[src/logic/ulf_cfg.svh]
// Purpose: Offsets, field positions and reset values for the LPM flag block
// Assumes: 32-bit AXI4-Lite register bus, word aligned
// Notes: Definitions only
`ifndef ULF_CFG_SVH
`define ULF_CFG_SVH
`define ULF_OFF_CONTROL_TWO 4'h0
`define ULF_OFF_MASK 4'h4
`define ULF_OFF_MODE 4'h8
`define ULF_ADDR_LSB 8
`define ULF_ADDR_MSB 14
`define ULF_BIT_ERR 5
`define ULF_BIT_RES 4
`define ULF_BIT_NC 3
`define ULF_BIT_ACK 2
`define ULF_BIT_NY 1
`define ULF_BIT_ST 0
`define ULF_FLAGS_RST 6'h00
`define ULF_ADDR_RST 7'h00
`define ULF_RESP_OKAY 2'h0
`define ULF_RESP_SLVERR 2'h2
`endif

[src/logic/ulf_pkg.sv]
// Purpose: Types for the LPM flag block
// Assumes: Nothing beyond the config header
// Notes: Reply codes seen on the LPM event port
package ulf_pkg;
    typedef enum logic [1:0] {
        ULF_REPLY_ACK = 2'b00,
        ULF_REPLY_NYET = 2'b01,
        ULF_REPLY_STALL = 2'b10,
        ULF_REPLY_NONE = 2'b11
    } ulf_reply_t;
    typedef enum logic [1:0] {
        ULF_WR_IDLE = 2'b00,
        ULF_WR_RESP = 2'b01
    } ulf_wr_state_t;
endpackage

[src/logic/ulf_flag_reg.sv]
// Purpose: Bank of sticky flags, set by hardware, cleared by a read
// Assumes: Set and clear are single-cycle pulses
// Notes: A set in the clearing cycle wins
`timescale 1ns/100ps
module ulf_flag_reg #(
    parameter int WIDTH = 6
) (
    input wire logic clk_i,
    input wire logic sys_rst_i,
    input wire logic [WIDTH-1:0] set_i,
    input wire logic clear_i,
    output logic [WIDTH-1:0] flags_o
);
    // Set beats clear so no event is lost at the read edge
    always_ff @(posedge clk_i) begin
        if (sys_rst_i) begin
            flags_o <= '0;
        end else begin
            flags_o <= set_i | (clear_i ? '0 : flags_o);
        end
    end
endmodule

[src/logic/ulf_lpm_flags.sv]
// Contract
// - Seven-bit read/write function address in bits 14:8, reset zero.
// - Device mode: unsupported link state gets STALL and sets error flag bit 5.
// - Any resume from low power sets resume flag bit 4.
// - Device mode: NYET due to pending RX data sets not-complete bit 3.
// - Host mode: ACK reply to a sent LPM sets not-complete bit 3.
// - Device mode: received LPM answered ACK sets acknowledge bit 2.
// - Host mode: ACK reply to sent LPM sets acknowledge bit 2.
// - Device mode: received LPM answered NYET sets not-yet bit 1.
// - Host mode: NYET reply to sent LPM sets not-yet bit 1.
// - Bits 31:15 and 7:6 read zero; flags read-only, hardware set, reset zero.
//
// Purpose: LPM outcome flags and payload function address behind AXI4-Lite
// Assumes: Event inputs are one-cycle pulses synchronous to clk_i
// Notes: Reading the control register clears the flags
`timescale 1ns/100ps
`include "ulf_cfg.svh"
module ulf_lpm_flags #(
    parameter int ADDR_W = 4
) (
    input wire logic clk_i,
    input wire logic sys_rst_i,
    input wire logic host_mode_i,
    input wire logic lpm_event_i,
    input wire logic [1:0] lpm_reply_i,
    input wire logic link_state_bad_i,
    input wire logic rx_pending_i,
    input wire logic resume_i,
    input wire logic [ADDR_W-1:0] s_axi_awaddr,
    input wire logic s_axi_awvalid,
    output logic s_axi_awready,
    input wire logic [31:0] s_axi_wdata,
    input wire logic [3:0] s_axi_wstrb,
    input wire logic s_axi_wvalid,
    output logic s_axi_wready,
    output logic [1:0] s_axi_bresp,
    output logic s_axi_bvalid,
    input wire logic s_axi_bready,
    input wire logic [ADDR_W-1:0] s_axi_araddr,
    input wire logic s_axi_arvalid,
    output logic s_axi_arready,
    output logic [31:0] s_axi_rdata,
    output logic [1:0] s_axi_rresp,
    output logic s_axi_rvalid,
    input wire logic s_axi_rready,
    output logic lpm_stall_o,
    output logic irq_o
);

////////////////////////////////////////////////////////////////////////////////
    // Register state
    logic [6:0] lpm_function_address;
    logic [5:0] flag_mask;
    logic [5:0] flags;
    logic [5:0] next_set;
    logic read_clear;
    logic aw_held;
    logic w_held;
    logic [ADDR_W-1:0] aw_addr;
    logic [31:0] w_data;
    logic [3:0] w_strb;

////////////////////////////////////////////////////////////////////////////////
    // Event decode; a bad link state forces a STALL reply in device mode
    wire dev_ev = lpm_event_i & ~host_mode_i;
    wire host_ev = lpm_event_i & host_mode_i;
    wire is_ack = lpm_reply_i == ulf_pkg::ULF_REPLY_ACK;
    wire is_nyet = lpm_reply_i == ulf_pkg::ULF_REPLY_NYET;
    wire is_stall = lpm_reply_i == ulf_pkg::ULF_REPLY_STALL;
    wire dev_bad = dev_ev & link_state_bad_i;
    wire set_err = dev_bad;
    wire set_res = resume_i;
    wire set_nc = (dev_ev & ~dev_bad & is_nyet & rx_pending_i)
        | (host_ev & is_ack);
    wire set_ack = (dev_ev & ~dev_bad & is_ack)
        | (host_ev & is_ack);
    wire set_ny = (dev_ev & ~dev_bad & is_nyet)
        | (host_ev & is_nyet);
    wire set_st = lpm_event_i & (is_stall | dev_bad);

    // Gather set pulses in field order
    always_comb begin
        next_set = '0;
        next_set[`ULF_BIT_ERR] = set_err;
        next_set[`ULF_BIT_RES] = set_res;
        next_set[`ULF_BIT_NC] = set_nc;
        next_set[`ULF_BIT_ACK] = set_ack;
        next_set[`ULF_BIT_NY] = set_ny;
        next_set[`ULF_BIT_ST] = set_st;
    end

    // Flags are hardware set only; software can just read and thereby clear
    ulf_flag_reg #(
        .WIDTH(6)
    ) u_flags (
        .clk_i(clk_i),
        .sys_rst_i(sys_rst_i),
        .set_i(next_set),
        .clear_i(read_clear),
        .flags_o(flags)
    );

    // STALL answer toward the link, registered
    always_ff @(posedge clk_i) begin
        if (sys_rst_i) begin
            lpm_stall_o <= 1'b0;
        end else begin
            lpm_stall_o <= dev_bad | (dev_ev & is_stall);
        end
    end

////////////////////////////////////////////////////////////////////////////////
    // Write channel: address and data may come in either order
    wire aw_take = s_axi_awvalid & s_axi_awready;
    wire w_take = s_axi_wvalid & s_axi_wready;
    wire have_aw = aw_held | aw_take;
    wire have_w = w_held | w_take;
    wire [ADDR_W-1:0] wr_addr = aw_take ? s_axi_awaddr : aw_addr;
    wire [31:0] wr_data = w_take ? s_axi_wdata : w_data;
    wire [3:0] wr_strb = w_take ? s_axi_wstrb : w_strb;
    wire wr_fire = have_aw & have_w & ~s_axi_bvalid;
    wire wr_ctl = wr_addr == ADDR_W'(`ULF_OFF_CONTROL_TWO);
    wire wr_msk = wr_addr == ADDR_W'(`ULF_OFF_MASK);
    wire wr_mode = wr_addr == ADDR_W'(`ULF_OFF_MODE);
    wire wr_ok = wr_ctl | wr_msk | wr_mode;

    // Capture halves and answer once both are here
    always_ff @(posedge clk_i) begin
        if (sys_rst_i) begin
            aw_held <= 1'b0;
            w_held <= 1'b0;
            aw_addr <= '0;
            w_data <= 32'h00000000;
            w_strb <= 4'h0;
            s_axi_awready <= 1'b0;
            s_axi_wready <= 1'b0;
            s_axi_bvalid <= 1'b0;
            s_axi_bresp <= `ULF_RESP_OKAY;
        end else begin
            s_axi_awready <= ~have_aw & ~s_axi_bvalid & ~wr_fire;
            s_axi_wready <= ~have_w & ~s_axi_bvalid & ~wr_fire;
            if (wr_fire) begin
                aw_held <= 1'b0;
                w_held <= 1'b0;
                s_axi_bvalid <= 1'b1;
                s_axi_bresp <= wr_ok ? `ULF_RESP_OKAY : `ULF_RESP_SLVERR;
            end else begin
                if (aw_take) begin
                    aw_held <= 1'b1;
                    aw_addr <= s_axi_awaddr;
                end
                if (w_take) begin
                    w_held <= 1'b1;
                    w_data <= s_axi_wdata;
                    w_strb <= s_axi_wstrb;
                end
                if (s_axi_bvalid & s_axi_bready) begin
                    s_axi_bvalid <= 1'b0;
                end
            end
        end
    end

    // Software fields; flags ignore writes
    always_ff @(posedge clk_i) begin
        if (sys_rst_i) begin
            lpm_function_address <= `ULF_ADDR_RST;
            flag_mask <= `ULF_FLAGS_RST;
        end else if (wr_fire) begin
            if (wr_ctl & wr_strb[1]) begin
                lpm_function_address <= wr_data[`ULF_ADDR_MSB:`ULF_ADDR_LSB];
            end
            if (wr_msk & wr_strb[0]) begin
                flag_mask <= wr_data[5:0];
            end
        end
    end

////////////////////////////////////////////////////////////////////////////////
    // Read channel; one read at a time, data registered
    wire ar_take = s_axi_arvalid & s_axi_arready;
    wire rd_ctl = s_axi_araddr == ADDR_W'(`ULF_OFF_CONTROL_TWO);
    wire rd_msk = s_axi_araddr == ADDR_W'(`ULF_OFF_MASK);
    wire rd_mode = s_axi_araddr == ADDR_W'(`ULF_OFF_MODE);
    // Unused bits 31:15 and 7:6 are zero by construction
    wire [31:0] ctl_word = {17'h00000, lpm_function_address, 2'h0, flags};
    wire [31:0] rd_word = rd_ctl ? ctl_word :
        rd_msk ? {26'h0000000, flag_mask} :
        rd_mode ? {31'h00000000, host_mode_i} : 32'h00000000;
    assign read_clear = ar_take & rd_ctl;

    always_ff @(posedge clk_i) begin
        if (sys_rst_i) begin
            s_axi_arready <= 1'b0;
            s_axi_rvalid <= 1'b0;
            s_axi_rdata <= 32'h00000000;
            s_axi_rresp <= `ULF_RESP_OKAY;
        end else begin
            s_axi_arready <= ~s_axi_rvalid & ~ar_take;
            if (ar_take) begin
                s_axi_rvalid <= 1'b1;
                s_axi_rdata <= rd_word;
                s_axi_rresp <= (rd_ctl | rd_msk | rd_mode) ? `ULF_RESP_OKAY
                    : `ULF_RESP_SLVERR;
            end else if (s_axi_rvalid & s_axi_rready) begin
                s_axi_rvalid <= 1'b0;
            end
        end
    end

////////////////////////////////////////////////////////////////////////////////
    // Level interrupt from unmasked sticky flags
    always_ff @(posedge clk_i) begin
        if (sys_rst_i) begin
            irq_o <= 1'b0;
        end else begin
            irq_o <= |(flags & flag_mask);
        end
    end

////////////////////////////////////////////////////////////////////////////////
    // Checks
    // Reset is looked at forward from a sampled reset, so the very first edge of the run,
    // which has no history, can never trip these
    a_addr_reset: assert property (@(posedge clk_i) sys_rst_i |=>
        lpm_function_address == 7'h00) else $error("address not reset");
    a_flag_reset: assert property (@(posedge clk_i) sys_rst_i |=>
        flags == 6'h00 && !irq_o && !lpm_stall_o) else $error("flags or outputs not reset");
    a_bus_reset: assert property (@(posedge clk_i) sys_rst_i |=>
        !s_axi_bvalid && !s_axi_rvalid) else $error("bus answer during reset");

    // Function address only moves on a strobed write of the control register
    a_addr_write: assert property (@(posedge clk_i) disable iff (sys_rst_i)
        wr_fire & wr_ctl & wr_strb[1] |=> lpm_function_address == $past(wr_data[14:8]))
        else $error("address write lost");
    a_addr_keep: assert property (@(posedge clk_i) disable iff (sys_rst_i)
        !(wr_fire & wr_ctl & wr_strb[1]) |=> $stable(lpm_function_address))
        else $error("address changed without write");
    a_mask_write: assert property (@(posedge clk_i) disable iff (sys_rst_i)
        wr_fire & wr_msk & wr_strb[0] |=> flag_mask == $past(wr_data[5:0]))
        else $error("mask write lost");
    a_mask_keep: assert property (@(posedge clk_i) disable iff (sys_rst_i)
        !(wr_fire & wr_msk & wr_strb[0]) |=> $stable(flag_mask))
        else $error("mask changed without write");

    // Bus answers: one cycle after the request, held until taken
    a_b_after: assert property (@(posedge clk_i) disable iff (sys_rst_i)
        wr_fire |=> s_axi_bvalid) else $error("write answer late");
    a_r_after: assert property (@(posedge clk_i) disable iff (sys_rst_i)
        ar_take |=> s_axi_rvalid) else $error("read answer late");
    a_okay_wr: assert property (@(posedge clk_i) disable iff (sys_rst_i)
        wr_fire & wr_ok |=> s_axi_bresp == `ULF_RESP_OKAY)
        else $error("mapped write refused");
    a_slverr_wr: assert property (@(posedge clk_i) disable iff (sys_rst_i)
        wr_fire & !wr_ok |=> s_axi_bresp == `ULF_RESP_SLVERR)
        else $error("unmapped write accepted");
    a_rresp_err: assert property (@(posedge clk_i) disable iff (sys_rst_i)
        ar_take & !(rd_ctl | rd_msk | rd_mode) |=>
        s_axi_rresp == `ULF_RESP_SLVERR && s_axi_rdata == 32'h00000000)
        else $error("unmapped read accepted");
    a_mode_read: assert property (@(posedge clk_i) disable iff (sys_rst_i)
        ar_take & rd_mode |=> s_axi_rdata == {31'h00000000, $past(host_mode_i)})
        else $error("mode readback wrong");
    a_bvalid_hold: assert property (@(posedge clk_i) disable iff (sys_rst_i)
        s_axi_bvalid & !s_axi_bready |=> s_axi_bvalid && $stable(s_axi_bresp))
        else $error("write answer dropped");
    a_rvalid_hold: assert property (@(posedge clk_i) disable iff (sys_rst_i)
        s_axi_rvalid & !s_axi_rready |=> s_axi_rvalid && $stable(s_axi_rdata))
        else $error("read answer dropped");

    // No new request is taken while an answer is still pending
    a_aw_block: assert property (@(posedge clk_i) disable iff (sys_rst_i)
        s_axi_bvalid |-> !s_axi_awready && !s_axi_wready)
        else $error("write taken during answer");
    a_ar_block: assert property (@(posedge clk_i) disable iff (sys_rst_i)
        s_axi_rvalid |-> !s_axi_arready) else $error("read taken during answer");
    a_aw_idle: assert property (@(posedge clk_i) disable iff (sys_rst_i)
        s_axi_awready & !s_axi_awvalid & !s_axi_bvalid |=> s_axi_awready)
        else $error("idle write ready dropped");
    a_ar_idle: assert property (@(posedge clk_i) disable iff (sys_rst_i)
        s_axi_arready & !s_axi_arvalid |=> s_axi_arready)
        else $error("idle read ready dropped");

    // Read of the control register shows the flags before they clear
    a_rdata_pre: assert property (@(posedge clk_i) disable iff (sys_rst_i)
        ar_take & rd_ctl |=> s_axi_rdata[5:0] == $past(flags))
        else $error("flag readback wrong");
    a_clear_read: assert property (@(posedge clk_i) disable iff (sys_rst_i)
        read_clear && next_set == 6'h00 |=> flags == 6'h00)
        else $error("flags not cleared by read");
    a_irq_level: assert property (@(posedge clk_i) disable iff (sys_rst_i)
        1'b1 |=> irq_o == $past(|(flags & flag_mask)))
        else $error("interrupt level wrong");

    // STALL answer and error flag belong to device mode only
    a_stall_pulse: assert property (@(posedge clk_i) disable iff (sys_rst_i)
        lpm_stall_o |-> $past(dev_ev)) else $error("stall without device event");
    a_host_no_err: assert property (@(posedge clk_i) disable iff (sys_rst_i)
        host_ev |-> !next_set[5]) else $error("error flag in host mode");
    a_bad_quiet: assert property (@(posedge clk_i) disable iff (sys_rst_i)
        dev_bad |-> next_set[3:1] == 3'h0) else $error("bad link state set outcome");

    // Outcome flags, one per rule
    a_err_set: assert property (@(posedge clk_i) disable iff (sys_rst_i)
        dev_ev & link_state_bad_i & ~read_clear |=> flags[5] & lpm_stall_o)
        else $error("error flag or stall missing");
    a_res_set: assert property (@(posedge clk_i) disable iff (sys_rst_i)
        resume_i |=> flags[4]) else $error("resume flag missing");
    a_nc_dev: assert property (@(posedge clk_i) disable iff (sys_rst_i)
        dev_ev & ~link_state_bad_i & is_nyet & rx_pending_i |=> flags[3] & flags[1])
        else $error("device nc or nyet missing");
    a_nc_host: assert property (@(posedge clk_i) disable iff (sys_rst_i)
        host_ev & is_ack |=> flags[3] & flags[2])
        else $error("host nc or ack missing");
    a_ack_dev: assert property (@(posedge clk_i) disable iff (sys_rst_i)
        dev_ev & ~link_state_bad_i & is_ack |=> flags[2] & ~$past(next_set[3]))
        else $error("device ack wrong");
    a_ack_host: assert property (@(posedge clk_i) disable iff (sys_rst_i)
        host_ev & is_ack |=> flags[2] & ~$past(next_set[1]))
        else $error("host ack wrong");
    a_ny_dev: assert property (@(posedge clk_i) disable iff (sys_rst_i)
        dev_ev & ~link_state_bad_i & is_nyet |=> flags[1])
        else $error("device nyet missing");
    a_ny_host: assert property (@(posedge clk_i) disable iff (sys_rst_i)
        host_ev & is_nyet |=> flags[1]) else $error("host nyet missing");
    a_zero_bits: assert property (@(posedge clk_i) disable iff (sys_rst_i)
        s_axi_rvalid |-> s_axi_rdata[31:15] == 17'h00000 &&
        (s_axi_rdata[7:6] == 2'h0)) else $error("unused bits not zero");
    a_flag_hold: assert property (@(posedge clk_i) disable iff (sys_rst_i)
        next_set == 6'h00 && !read_clear |=> flags == $past(flags))
        else $error("flag changed without cause");
    a_stall_flag: assert property (@(posedge clk_i) disable iff (sys_rst_i)
        lpm_event_i & is_stall |=> flags[0]) else $error("stall flag missing");
endmodule

[config.mk]
export PLATFORM = sky130hd
export DESIGN_NAME = ulf_lpm_flags
export DESIGN_NICKNAME = d
export VERILOG_FILES = /design/src/logic/ulf_pkg.sv /design/src/logic/ulf_flag_reg.sv /design/src/logic/ulf_lpm_flags.sv
export VERILOG_INCLUDE_DIRS = /design/src /design/src/logic
export SDC_FILE = /design/constraint.sdc
export NUM_CORES = 1
export LEC_CHECK = 0
export BUFFER_PORTS_ARGS = -buffer_cell sky130_fd_sc_hd__buf_2
export CAP_MARGIN = 25
export CORE_MARGIN = 10
export CORE_UTILIZATION = 30
export DETAILED_ROUTE_END_ITERATION = 7
export PLACE_DENSITY_LB_ADDON = 0.08
export SLEW_MARGIN = 5
export SYNTH_ARGS = -nofsm -noshare
export SYNTH_HDL_FRONTEND = slang
export SYNTH_SLANG_ARGS = --single-unit
[constraint.sdc]
create_clock -name clk_i -period 2.6 [get_ports clk_i]
set_clock_uncertainty 0.05 [all_clocks]
set_input_delay 0.52 -clock clk_i [delete_from_list [all_inputs] [get_ports clk_i]]
set_output_delay 0.52 -clock clk_i [all_outputs]
set_load 0.05 [all_outputs]
==> impl_metrics.env, run 1 <==
export IMPL_num_vias=2228
export IMPL_cts_setup_buffers=0
export IMPL_crit_required_ps=2760
export IMPL_worstSkewPairLatency_ps=330
export IMPL_synth_edf_count=0
export IMPL_grt_ovfl_total=0
export IMPL_port_buffers=58
export IMPL_ios=101
export IMPL_core_area_um2=9240
export IMPL_p_per_area_nw_per_um2=634
export IMPL_yosys_area_top_type="dfxtp_1"
export IMPL_drc=0
export IMPL_synth_compound_area_share_pct=19.8
export IMPL_avgSynthCellArea_um2=9.49
export IMPL_async_flop_share_pct=0
export IMPL_path_cells="a21oi_1 -> nor3_2 -> and3_2 -> a211oi_1"
export IMPL_hold_path_startpoint="s_axi_arvalid"
export IMPL_routed_wl_met3_um=569
export IMPL_tritoncts="built"
export IMPL_cp_end_kind="register"
export IMPL_gp_congestion=0.761
export IMPL_cp_arrival_ps=2110
export IMPL_max_stage_delay_ps=580
export IMPL_period_needed_ps=1960
export IMPL_yosysTopAreaCellShare_pct=43.7
export IMPL_final_area_um2=3310
export IMPL_htreeDepth=3
export IMPL_drt_first_pass_iters=4
export IMPL_fin_crit_sh_pct=75.2
export IMPL_rr_worst_depth=4
export IMPL_synth_seq_area_share_pct=43.7
export IMPL_wirelength_um=7050
export IMPL_finalSetupViolCount=0
export IMPL_holdPathStages=2
export IMPL_slew_headroom_pct=53.2
export IMPL_cts_hold_buf=0
export IMPL_die_width_um=117
export IMPL_antenna_cells=0
export IMPL_synthSimpleGateAreaFrac_pct=13.7
export IMPL_viasPerCell=4.58
export IMPL_antenna_found_initial=0
export IMPL_cpMaxStageDelayCell="nor3_2"
export IMPL_cts_resized_gates=0
export IMPL_syn_inst=299
export IMPL_drtIter0Drc=129
export IMPL_mappedNetlistArea_um2=2840
export IMPL_grt_usage_pct=10.2
export IMPL_ys_warn_count=0
export IMPL_wl_per_cell_um=14.5
export IMPL_worstSetupStartpointType="register"
export IMPL_stdcell_count=486
export IMPL_wl_met2_um=3000
export IMPL_path_class="reg2reg"
export IMPL_yosys_area_share_adder_pct=0
export IMPL_ys_seq_elements=62
export IMPL_tightestPinTransition_ps=698
export IMPL_start_util_pct=30.7
export IMPL_synth_area_leaders="dfxtp_1 (44%), mux2i_1 (13%), nor2_1 (6.3%)"
export IMPL_synthMuxAreaShare_pct=12.7
export IMPL_dieHeight_um=117
export IMPL_ir_drop_mv=0.334
export IMPL_slew_violations=0
export IMPL_layout_commonest_cell="dfxtp_1"
export IMPL_top_layer="met4"
export IMPL_cts_buffer_depth=2
export IMPL_cts_buffers=9
export IMPL_final_cell_mix="dfxtp_1 (62), buf_2 (58), nor2_1 (48), mux2i_1 (36), conb_1 (21)"
export IMPL_rows=35
export IMPL_grt_pass1_vias=2203
export IMPL_clock_root_buffer="clkbuf_8"
export IMPL_grt_pass1_wl_um=11000
export IMPL_p_leak_nw=1.54
export IMPL_grt_max_degree=26
export IMPL_critPathMaxFanout=12
export IMPL_cts_sinks=62
export IMPL_syn_to_final_growth_pct=16.7
export IMPL_synthFlopType="dfxtp_1"
export IMPL_hold_class="in2reg"
export IMPL_hold_violations=0
export IMPL_hold_path_end="s_axi_arready"
export IMPL_synth_xor_area_share_pct=0
export IMPL_r2r_end="lpm_function_address[1]"
export IMPL_die_area_um2=13800
export IMPL_drtAntennaViolNets=0
export IMPL_place_area_um2=3160
export IMPL_r2r_start="s_axi_awready"
export IMPL_nets=412
export IMPL_wl_met1_um=3410
export IMPL_synth_top_family_by_area="compound AO/OA/AOI/OAI gates"
export IMPL_status="finished clean"
export IMPL_ys_types=40
export IMPL_setup_tns_ps=0
export IMPL_clk_pin_slew_ps=70
export IMPL_rsz0062_at_grt="no"
export IMPL_dp_cells=472
export IMPL_maxCapViolCount=0
export IMPL_drive_above_1_share_pct=27.2
export IMPL_dp_hpwl_um=5190
export IMPL_reg2reg_slack_ps=640
export IMPL_fmax_ghz=0.511
## critical path: cells and delay by family, from the launching register on
kind | cells | cell delay, ps
and+or+nand+nor | 2 | 1020
DFF | 1 | 450
AOI/OAI and AO/OA | 2 | 310
## worst max path at each step
stage	to	depth (start not counted)	startpoint	slack (ps)
finish	lpm_function_address[1]	4	s_axi_awready	640
global route	lpm_function_address[2]	4	s_axi_awready	470
CTS	lpm_function_address[2]	4	s_axi_wready	600
detailed placement	lpm_function_address[1]	5	s_axi_wvalid	420
global placement	lpm_function_address[1]	5	s_axi_wvalid	430
floorplan	w_data[3]	5	s_axi_awready	640
## state kept, by name, indices dropped and copies added, names as in the netlist, 2 cells and up
register	cells
aw_addr	4
flag_mask	6
lpm_function_address	7
s_axi_rdata	13
u_flags.flags_o	6
w_data	13
w_strb	2
## layer usage
layer,vias up,track usage (%)
met5,-,0
met4,0,2.97
met3,5,4.13
met2,65,15.6
met1,1004,12.8
li1,1154,-
## where the power goes
group	internal, mW	switching, mW
logic	0.123	0.261
clock network	0.359	0.343
registers	0.989	0.0274
total	1.47	0.631
## synthesized netlist by cell type, types with 2 or more instances
library cell,n
a211oi_1,7
a211oi_2,4
a21bo_2,2
a21oi_1,12
a22oi_1,16
a311oi_1,2
a31oi_1,14
a41o_2,6
and3_2,2
buf_2,6
buf_4,22
clkbuf_1,13
dfxtp_1,62
inv_1,2
mux2i_1,36
nand2_1,6
nand2b_1,2
nand3_1,2
nand3b_1,2
nor2_1,48
nor3_1,8
nor3_2,2
nor3b_1,3
o21ai_0,2
or3_1,3
## area by class of cell
cell class / instances / area [um^2]
clock buffer: 12 / 145
tap: 129 / 161
multi-input combinational: 212 / 1390
inverter: 2 / 7.51
sequential: 62 / 1240
clock inverter: 2 / 10.0
fill: 1005 / 5930
timing repair buffer: 67 / 358
## logic make-up after synthesis
family,Yosys count
buf+inv,45
mux,36
flops,62
other cells,1
simple gates,82
compound gates,73
## per-stage QoR
| step | power, mW | hold WS, ps | util, % | worst slack (ps) |
|---|---|---|---|---|
| after global placement | 1.42 | 386 | 34.2 | 430 |
| after detailed placement | 1.42 | 393 | 34.2 | 423 |
| after global routing | 2.22 | 349 | 35.9 | 466 |
| final | 2.10 | 351 | 35.9 | 645 |
| after CTS | 2.14 | 334 | 35.9 | 605 |
| after floorplan | 1.36 | 394 | - | 644 |
(Power assumes the default switching activity.)
==> inputs of run 2 (changes only) <==
--- a/config.mk
+++ b/config.mk
@@ -6,6 +6,7 @@
 export SDC_FILE = /design/constraint.sdc
 export NUM_CORES = 1
 export LEC_CHECK = 0
+export ABC_AREA = 1
 export BUFFER_PORTS_ARGS = -buffer_cell sky130_fd_sc_hd__buf_2
 export CAP_MARGIN = 25
 export CORE_MARGIN = 10
==> constraint.sdc (replaced) <==
create_clock -name clk_i -period 1.8 [get_ports clk_i]
set_clock_uncertainty 0.05 [all_clocks]
set_input_delay 0.36 -clock clk_i [delete_from_list [all_inputs] [get_ports clk_i]]
set_output_delay 0.36 -clock clk_i [all_outputs]
set_load 0.05 [all_outputs]
==> run 2 against run 1 <==
Effect of this change:
- via count rose by 18%
- synthesized cell count rose by 38%
- combinational power rose by 57%
- clock power rose by 51%
- die area rose by 2.3%
==> impl_metrics.env, run 2 <==
export IMPL_ys_types=30
export IMPL_viasPerCell=4.38
export IMPL_wl_per_cell_um=12.3
export IMPL_num_vias=2625
export IMPL_clk_pin_slew_ps=70
export IMPL_nets=527
export IMPL_finalSetupViolCount=0
export IMPL_crit_required_ps=1950
export IMPL_ys_seq_elements=62
export IMPL_status="finished clean"
export IMPL_rr_worst_depth=6
export IMPL_yosysMostFrequentCell="nand2_1"
export IMPL_synth_edf_count=0
export IMPL_grt_usage_pct=10.7
export IMPL_maxCapViolCount=0
export IMPL_slew_violations=0
export IMPL_tritoncts="built"
export IMPL_dp_slack_ps=126
export IMPL_p_per_area_nw_per_um2=927
export IMPL_path_class="reg2reg"
export IMPL_drive_above_1_share_pct=20.4
export IMPL_synth_common_cells="nand2_1 (94), dfxtp_1 (62), nor2_1 (40)"
export IMPL_cp_arrival_ps=1700
export IMPL_syn_inst=412
export IMPL_cts_sinks=62
export IMPL_drtIter0Drc=88
export IMPL_fin_crit_sh_pct=85.8
export IMPL_antenna_cells=0
export IMPL_period_needed_ps=1540
export IMPL_grt_ovfl_total=0
export IMPL_antenna_found_initial=0
export IMPL_clock_root_buffer="clkbuf_8"
export IMPL_worstSkewPairLatency_ps=330
export IMPL_p_leak_nw=1.63
export IMPL_final_cell_mix="nand2_1 (94), dfxtp_1 (61), buf_2 (58), nor2_1 (40), a21oi_1 (39)"
export IMPL_rsz0062_at_grt="no"
export IMPL_syn_to_final_growth_pct=17.3
export IMPL_hold_class="in2reg"
export IMPL_critPathLaunch="s_axi_wready"
export IMPL_critPathMaxFanout=33
export IMPL_ios=101
export IMPL_grt_pass1_vias=2611
export IMPL_dp_hpwl_um=5560
export IMPL_start_util_pct=31.1
export IMPL_cts_buffers=9
export IMPL_wirelength_um=7410
export IMPL_avgSynthCellArea_um2=7.09
export IMPL_grt_max_degree=38
export IMPL_cp_end_kind="register"
export IMPL_post_route_worst_setup_slack_ps=255
export IMPL_synth_area_leaders="dfxtp_1 (43%), nand2_1 (12%), a21oi_1 (6.7%)"
export IMPL_async_flop_share_pct=0
export IMPL_cts_buffer_depth=2
export IMPL_core_area_um2=9370
export IMPL_final_core_util_pct=36.5
export IMPL_cts_hold_buf=0
export IMPL_worstSetupStartpointType="register"
export IMPL_fmax_ghz=0.647
export IMPL_hold_violations=0
export IMPL_layout_commonest_cell="nand2_1"
export IMPL_drtAntennaViolNets=0
export IMPL_setup_tns_ps=0
export IMPL_ys_warn_count=0
export IMPL_synthFlopType="dfxtp_1"
export IMPL_yosysTopAreaCellShare_pct=42.5
export IMPL_r2r_start="s_axi_wready"
export IMPL_die_width_um=119
export IMPL_ir_drop_mv=0.473
export IMPL_rows=35
export IMPL_synth_seq_area_share_pct=42.5
export IMPL_cp_endpoint="w_data[13]"
export IMPL_drt_first_pass_iters=4
export IMPL_mappedNetlistArea_um2=2920
export IMPL_reg2reg_slack_ps=260
export IMPL_die_area_um2=14100
export IMPL_fin_hold_ws_ps=202
export IMPL_gp_congestion=0.759
export IMPL_r2r_end="w_data[13]"
export IMPL_grt_pass1_wl_um=12600
export IMPL_dieHeight_um=119
export IMPL_port_buffers=58
export IMPL_yosys_area_top_type="dfxtp_1"
export IMPL_reg_top3="s_axi_rdata (13), w_data (13), lpm_function_address (7)"
export IMPL_drc=0
export IMPL_htreeDepth=3
## run 2: worst max-delay path, cell delays in order (launching register included)
cell	delay [ps]
dfxtp_1	370
nand2_1	130
nand2_1	160
nand3_4	170
buf_4	280
o21ai_0	200
a21oi_1	60
## run 2: layout make-up
cell class / instances / area, um^2
fillers: 1095 / 5950
multi-input cells: 290 / 1340
flip-flops and latches: 62 / 1240
repair buffers: 65 / 368
well taps: 129 / 161
inverters: 41 / 154
clock buffers: 11 / 151
clock inverters: 2 / 10.0
## run 2: worst min path at each step
| stage | from | endpoint | slack [ps] | cells after the start |
|---|---|---|---|---|
| floorplan | lpm_function_address[2] | s_axi_rdata[10] | 390 | 2 |
| global placement | s_axi_rdata[13] | s_axi_rdata[13] | 410 | 2 |
| detailed placement | s_axi_rdata[13] | s_axi_rdata[13] | 410 | 2 |
| CTS | resume_i | u_flags.flags_o[4] | 180 | 3 |
| global route | resume_i | u_flags.flags_o[4] | 200 | 3 |
| finish | resume_i | u_flags.flags_o[4] | 200 | 3 |
## run 2: through the flow
stage / power, mW / cell area [um^2] / instances
final: 3.17 / 3420 / 600
after global routing: 3.37 / 3420 / 600
after CTS: 3.22 / 3400 / 599
after detailed placement: 2.14 / 3240 / 586
after global placement: 2.13 / 3240 / 586
after floorplan: 2.04 / 2990 / 432
## run 2: timing repair
action / 4_1_cts / 5_1_grt
setup buffers: 0 / 1
hold endpoints to repair: 0 / 0
setup endpoints to repair: 0 / 17
resized for setup: 0 / 1
## run 2: cell families (layout without fill, tap and decap cells)
| group | count (synthesis) | in the layout | synth area share (%) |
|---|---|---|---|
| compound gates | 79 | 79 | 14.0 |
| other cells | 1 | 21 | 0.128 |
| simple gates | 190 | 190 | 29.1 |
| buf+inv | 80 | 119 | 14.3 |
| flops | 62 | 62 | 42.5 |
## run 2: report_power, final
group	internal (mW)	switching, mW
logic	0.171	0.432
clock network	0.547	0.511
registers	1.46	0.0514
## run 2: routing by layer
layer,up-vias,track usage (%),wire length [um]
li1,1393,-,-
met1,1166,11.9,3240
met3,4,5.00,533
met2,62,18.1,3580
met4,0,2.29,43
met5,-,0,0
==> inputs of run 3 (changes only) <==
--- a/config.mk
+++ b/config.mk
@@ -9,7 +9,7 @@
 export ABC_AREA = 1
 export BUFFER_PORTS_ARGS = -buffer_cell sky130_fd_sc_hd__buf_2
 export CAP_MARGIN = 25
-export CORE_MARGIN = 10
+export CORE_MARGIN = 2
 export CORE_UTILIZATION = 30
 export DETAILED_ROUTE_END_ITERATION = 7
 export PLACE_DENSITY_LB_ADDON = 0.08
==> run 3 against run 2 <==
Effect of this change:
- critical path depth up 1
- die area decreased by 25%
- routed wire length is 8.2% lower
- total power rose by 4.3%
- largest cell class unchanged
- highest routed layer unchanged
==> impl_metrics.env, run 3 (synthesized netlist as in run 2, its figures left out) <==
export IMPL_status="finished clean"
export IMPL_rows=36
export IMPL_cp_end_kind="register"
export IMPL_drt_first_pass_iters=4
export IMPL_finalSetupViolCount=0
export IMPL_place_area_um2=3250
export IMPL_crit_required_ps=1990
export IMPL_grt_max_degree=38
export IMPL_max_stage_delay_ps=520
export IMPL_dp_hpwl_um=4920
export IMPL_worstSetupStartpointType="register"
export IMPL_cp_arrival_ps=1810
export IMPL_cts_hold_buf=0
export IMPL_hold_class="in2reg"
export IMPL_setup_tns_ps=0
export IMPL_drtAntennaViolNets=0
export IMPL_p_per_area_nw_per_um2=961
export IMPL_path_cells="nand2_4 -> nand2_4 -> nand3_4 -> nor2_4 -> nand3_1 -> nand2_1 -> nor2_1"
export IMPL_rsz0062_at_grt="no"
export IMPL_total_power_mw=3.31
export IMPL_viasPerCell=4.32
export IMPL_critPathMaxFanout=14
export IMPL_worstSkewPairLatency_ps=340
export IMPL_reg_top3="s_axi_rdata (13), w_data (13), lpm_function_address (7)"
export IMPL_fmax_ghz=0.615
export IMPL_start_util_pct=30.4
export IMPL_core_area_um2=9590
export IMPL_drtIter0Drc=90
export IMPL_num_vias=2623
export IMPL_port_buffers=58
export IMPL_period_needed_ps=1630
export IMPL_grt_ovfl_total=0
export IMPL_drc=0
export IMPL_cpMaxStageDelayCell="dfxtp_1"
export IMPL_grt_usage_pct=14.0
export IMPL_grt_pass1_wl_um=11400
export IMPL_fin_hold_ws_ps=187
export IMPL_antenna_cells=0
export IMPL_layout_commonest_cell="nand2_1"
export IMPL_gp_congestion=0.759
export IMPL_cts_resized_gates=0
export IMPL_clock_root_buffer="clkbuf_8"
export IMPL_slew_violations=0
export IMPL_antenna_found_initial=0
export IMPL_die_area_um2=10500
export IMPL_clk_pin_slew_ps=80
export IMPL_final_cell_mix="nand2_1 (94), dfxtp_1 (62), buf_2 (58), nor2_1 (40), a21oi_1 (39)"
export IMPL_dieHeight_um=103
export IMPL_post_route_worst_setup_slack_ps=173
export IMPL_critical_path_most_common_cell="nand2_4"
export IMPL_syn_to_final_growth_pct=18.0
export IMPL_tritoncts="built"
export IMPL_path_class="reg2reg"
export IMPL_die_width_um=103
export IMPL_grt_pass1_vias=2401
export IMPL_maxCapViolCount=0
export IMPL_final_area_um2=3440
export IMPL_htreeDepth=3
export IMPL_cts_buffer_depth=2
export IMPL_nets=527
export IMPL_cts_buffers=9
export IMPL_p_leak_nw=1.62
export IMPL_dp_slack_ps=145
export IMPL_wirelength_um=6800
export IMPL_ios=101
export IMPL_drive_above_1_share_pct=20.5
export IMPL_hold_violations=0
export IMPL_cts_setup_buffers=0
export IMPL_wl_per_cell_um=11.2
export IMPL_nFillCells=1078
export IMPL_fin_crit_sh_pct=90.4
export IMPL_cts_sinks=62
export IMPL_ir_drop_mv=0.374
[run 3: cell types whose count changed in the layout (fill, tap and decap cells not counted)]
| cell | delta |
|---|---|
| dfxtp_2 | -1 |
| dfxtp_1 | +1 |
| buf_12 | -1 |
| clkbuf_8 | -2 |
| bufinv_16 | +1 |
| clkbuf_1 | +1 |
| buf_4 | +1 |
| clkinvlp_4 | +3 |
[run 3: final cells by class]
class,instances,area (um^2),share of cell area [%]
multi-input combinational,290,1340,38.8
tap,133,166,4.83
clock inverter,6,62.6,1.82
timing repair buffer,65,355,10.3
inverter,41,154,4.47
clock buffer,10,128,3.71
sequential,62,1240,36.0
[run 3: final timing paths]
check	to	slack, ps	depth (start not counted)	startpoint
worst min-delay path	u_flags.flags_o[4]	190	3	resume_i
worst max register to register	lpm_function_address[3]	170	7	s_axi_awready
worst min register to register	s_axi_rdata[9]	410	2	lpm_function_address[1]
worst max-delay path	lpm_function_address[3]	170	7	s_axi_awready
[run 3: per-layer routing]
| layer | track usage (%) | share of wire, % | vias to the layer above |
|---|---|---|---|
| met1 | 17.8 | 49 | 1176 |
| met5 | 0 | 0 | - |
| li1 | - | - | 1393 |
| met3 | 4.88 | 4.4 | 6 |
| met2 | 22.6 | 46 | 48 |
| met4 | 4.00 | 0.77 | 0 |
[run 3: report_power, final]
| group | internal (mW) | switching, mW | total [mW] |
|---|---|---|---|
| Clock | 0.635 | 0.565 | 1.20 |
| Sequential | 1.46 | 0.0509 | 1.51 |
| Combinational | 0.168 | 0.430 | 0.598 |
[run 3: critical path: cells and delay by family (launching register included)]
kind,cells,cell delay (ps)
DFF,1,520
and+or+nand+nor,7,950
[run 3: per-stage QoR]
stage,cells,util [%]
floorplan,432,-
global placement,591,33.9
detailed placement,591,33.9
CTS,607,35.9
global route,607,35.9
finish,607,35.9
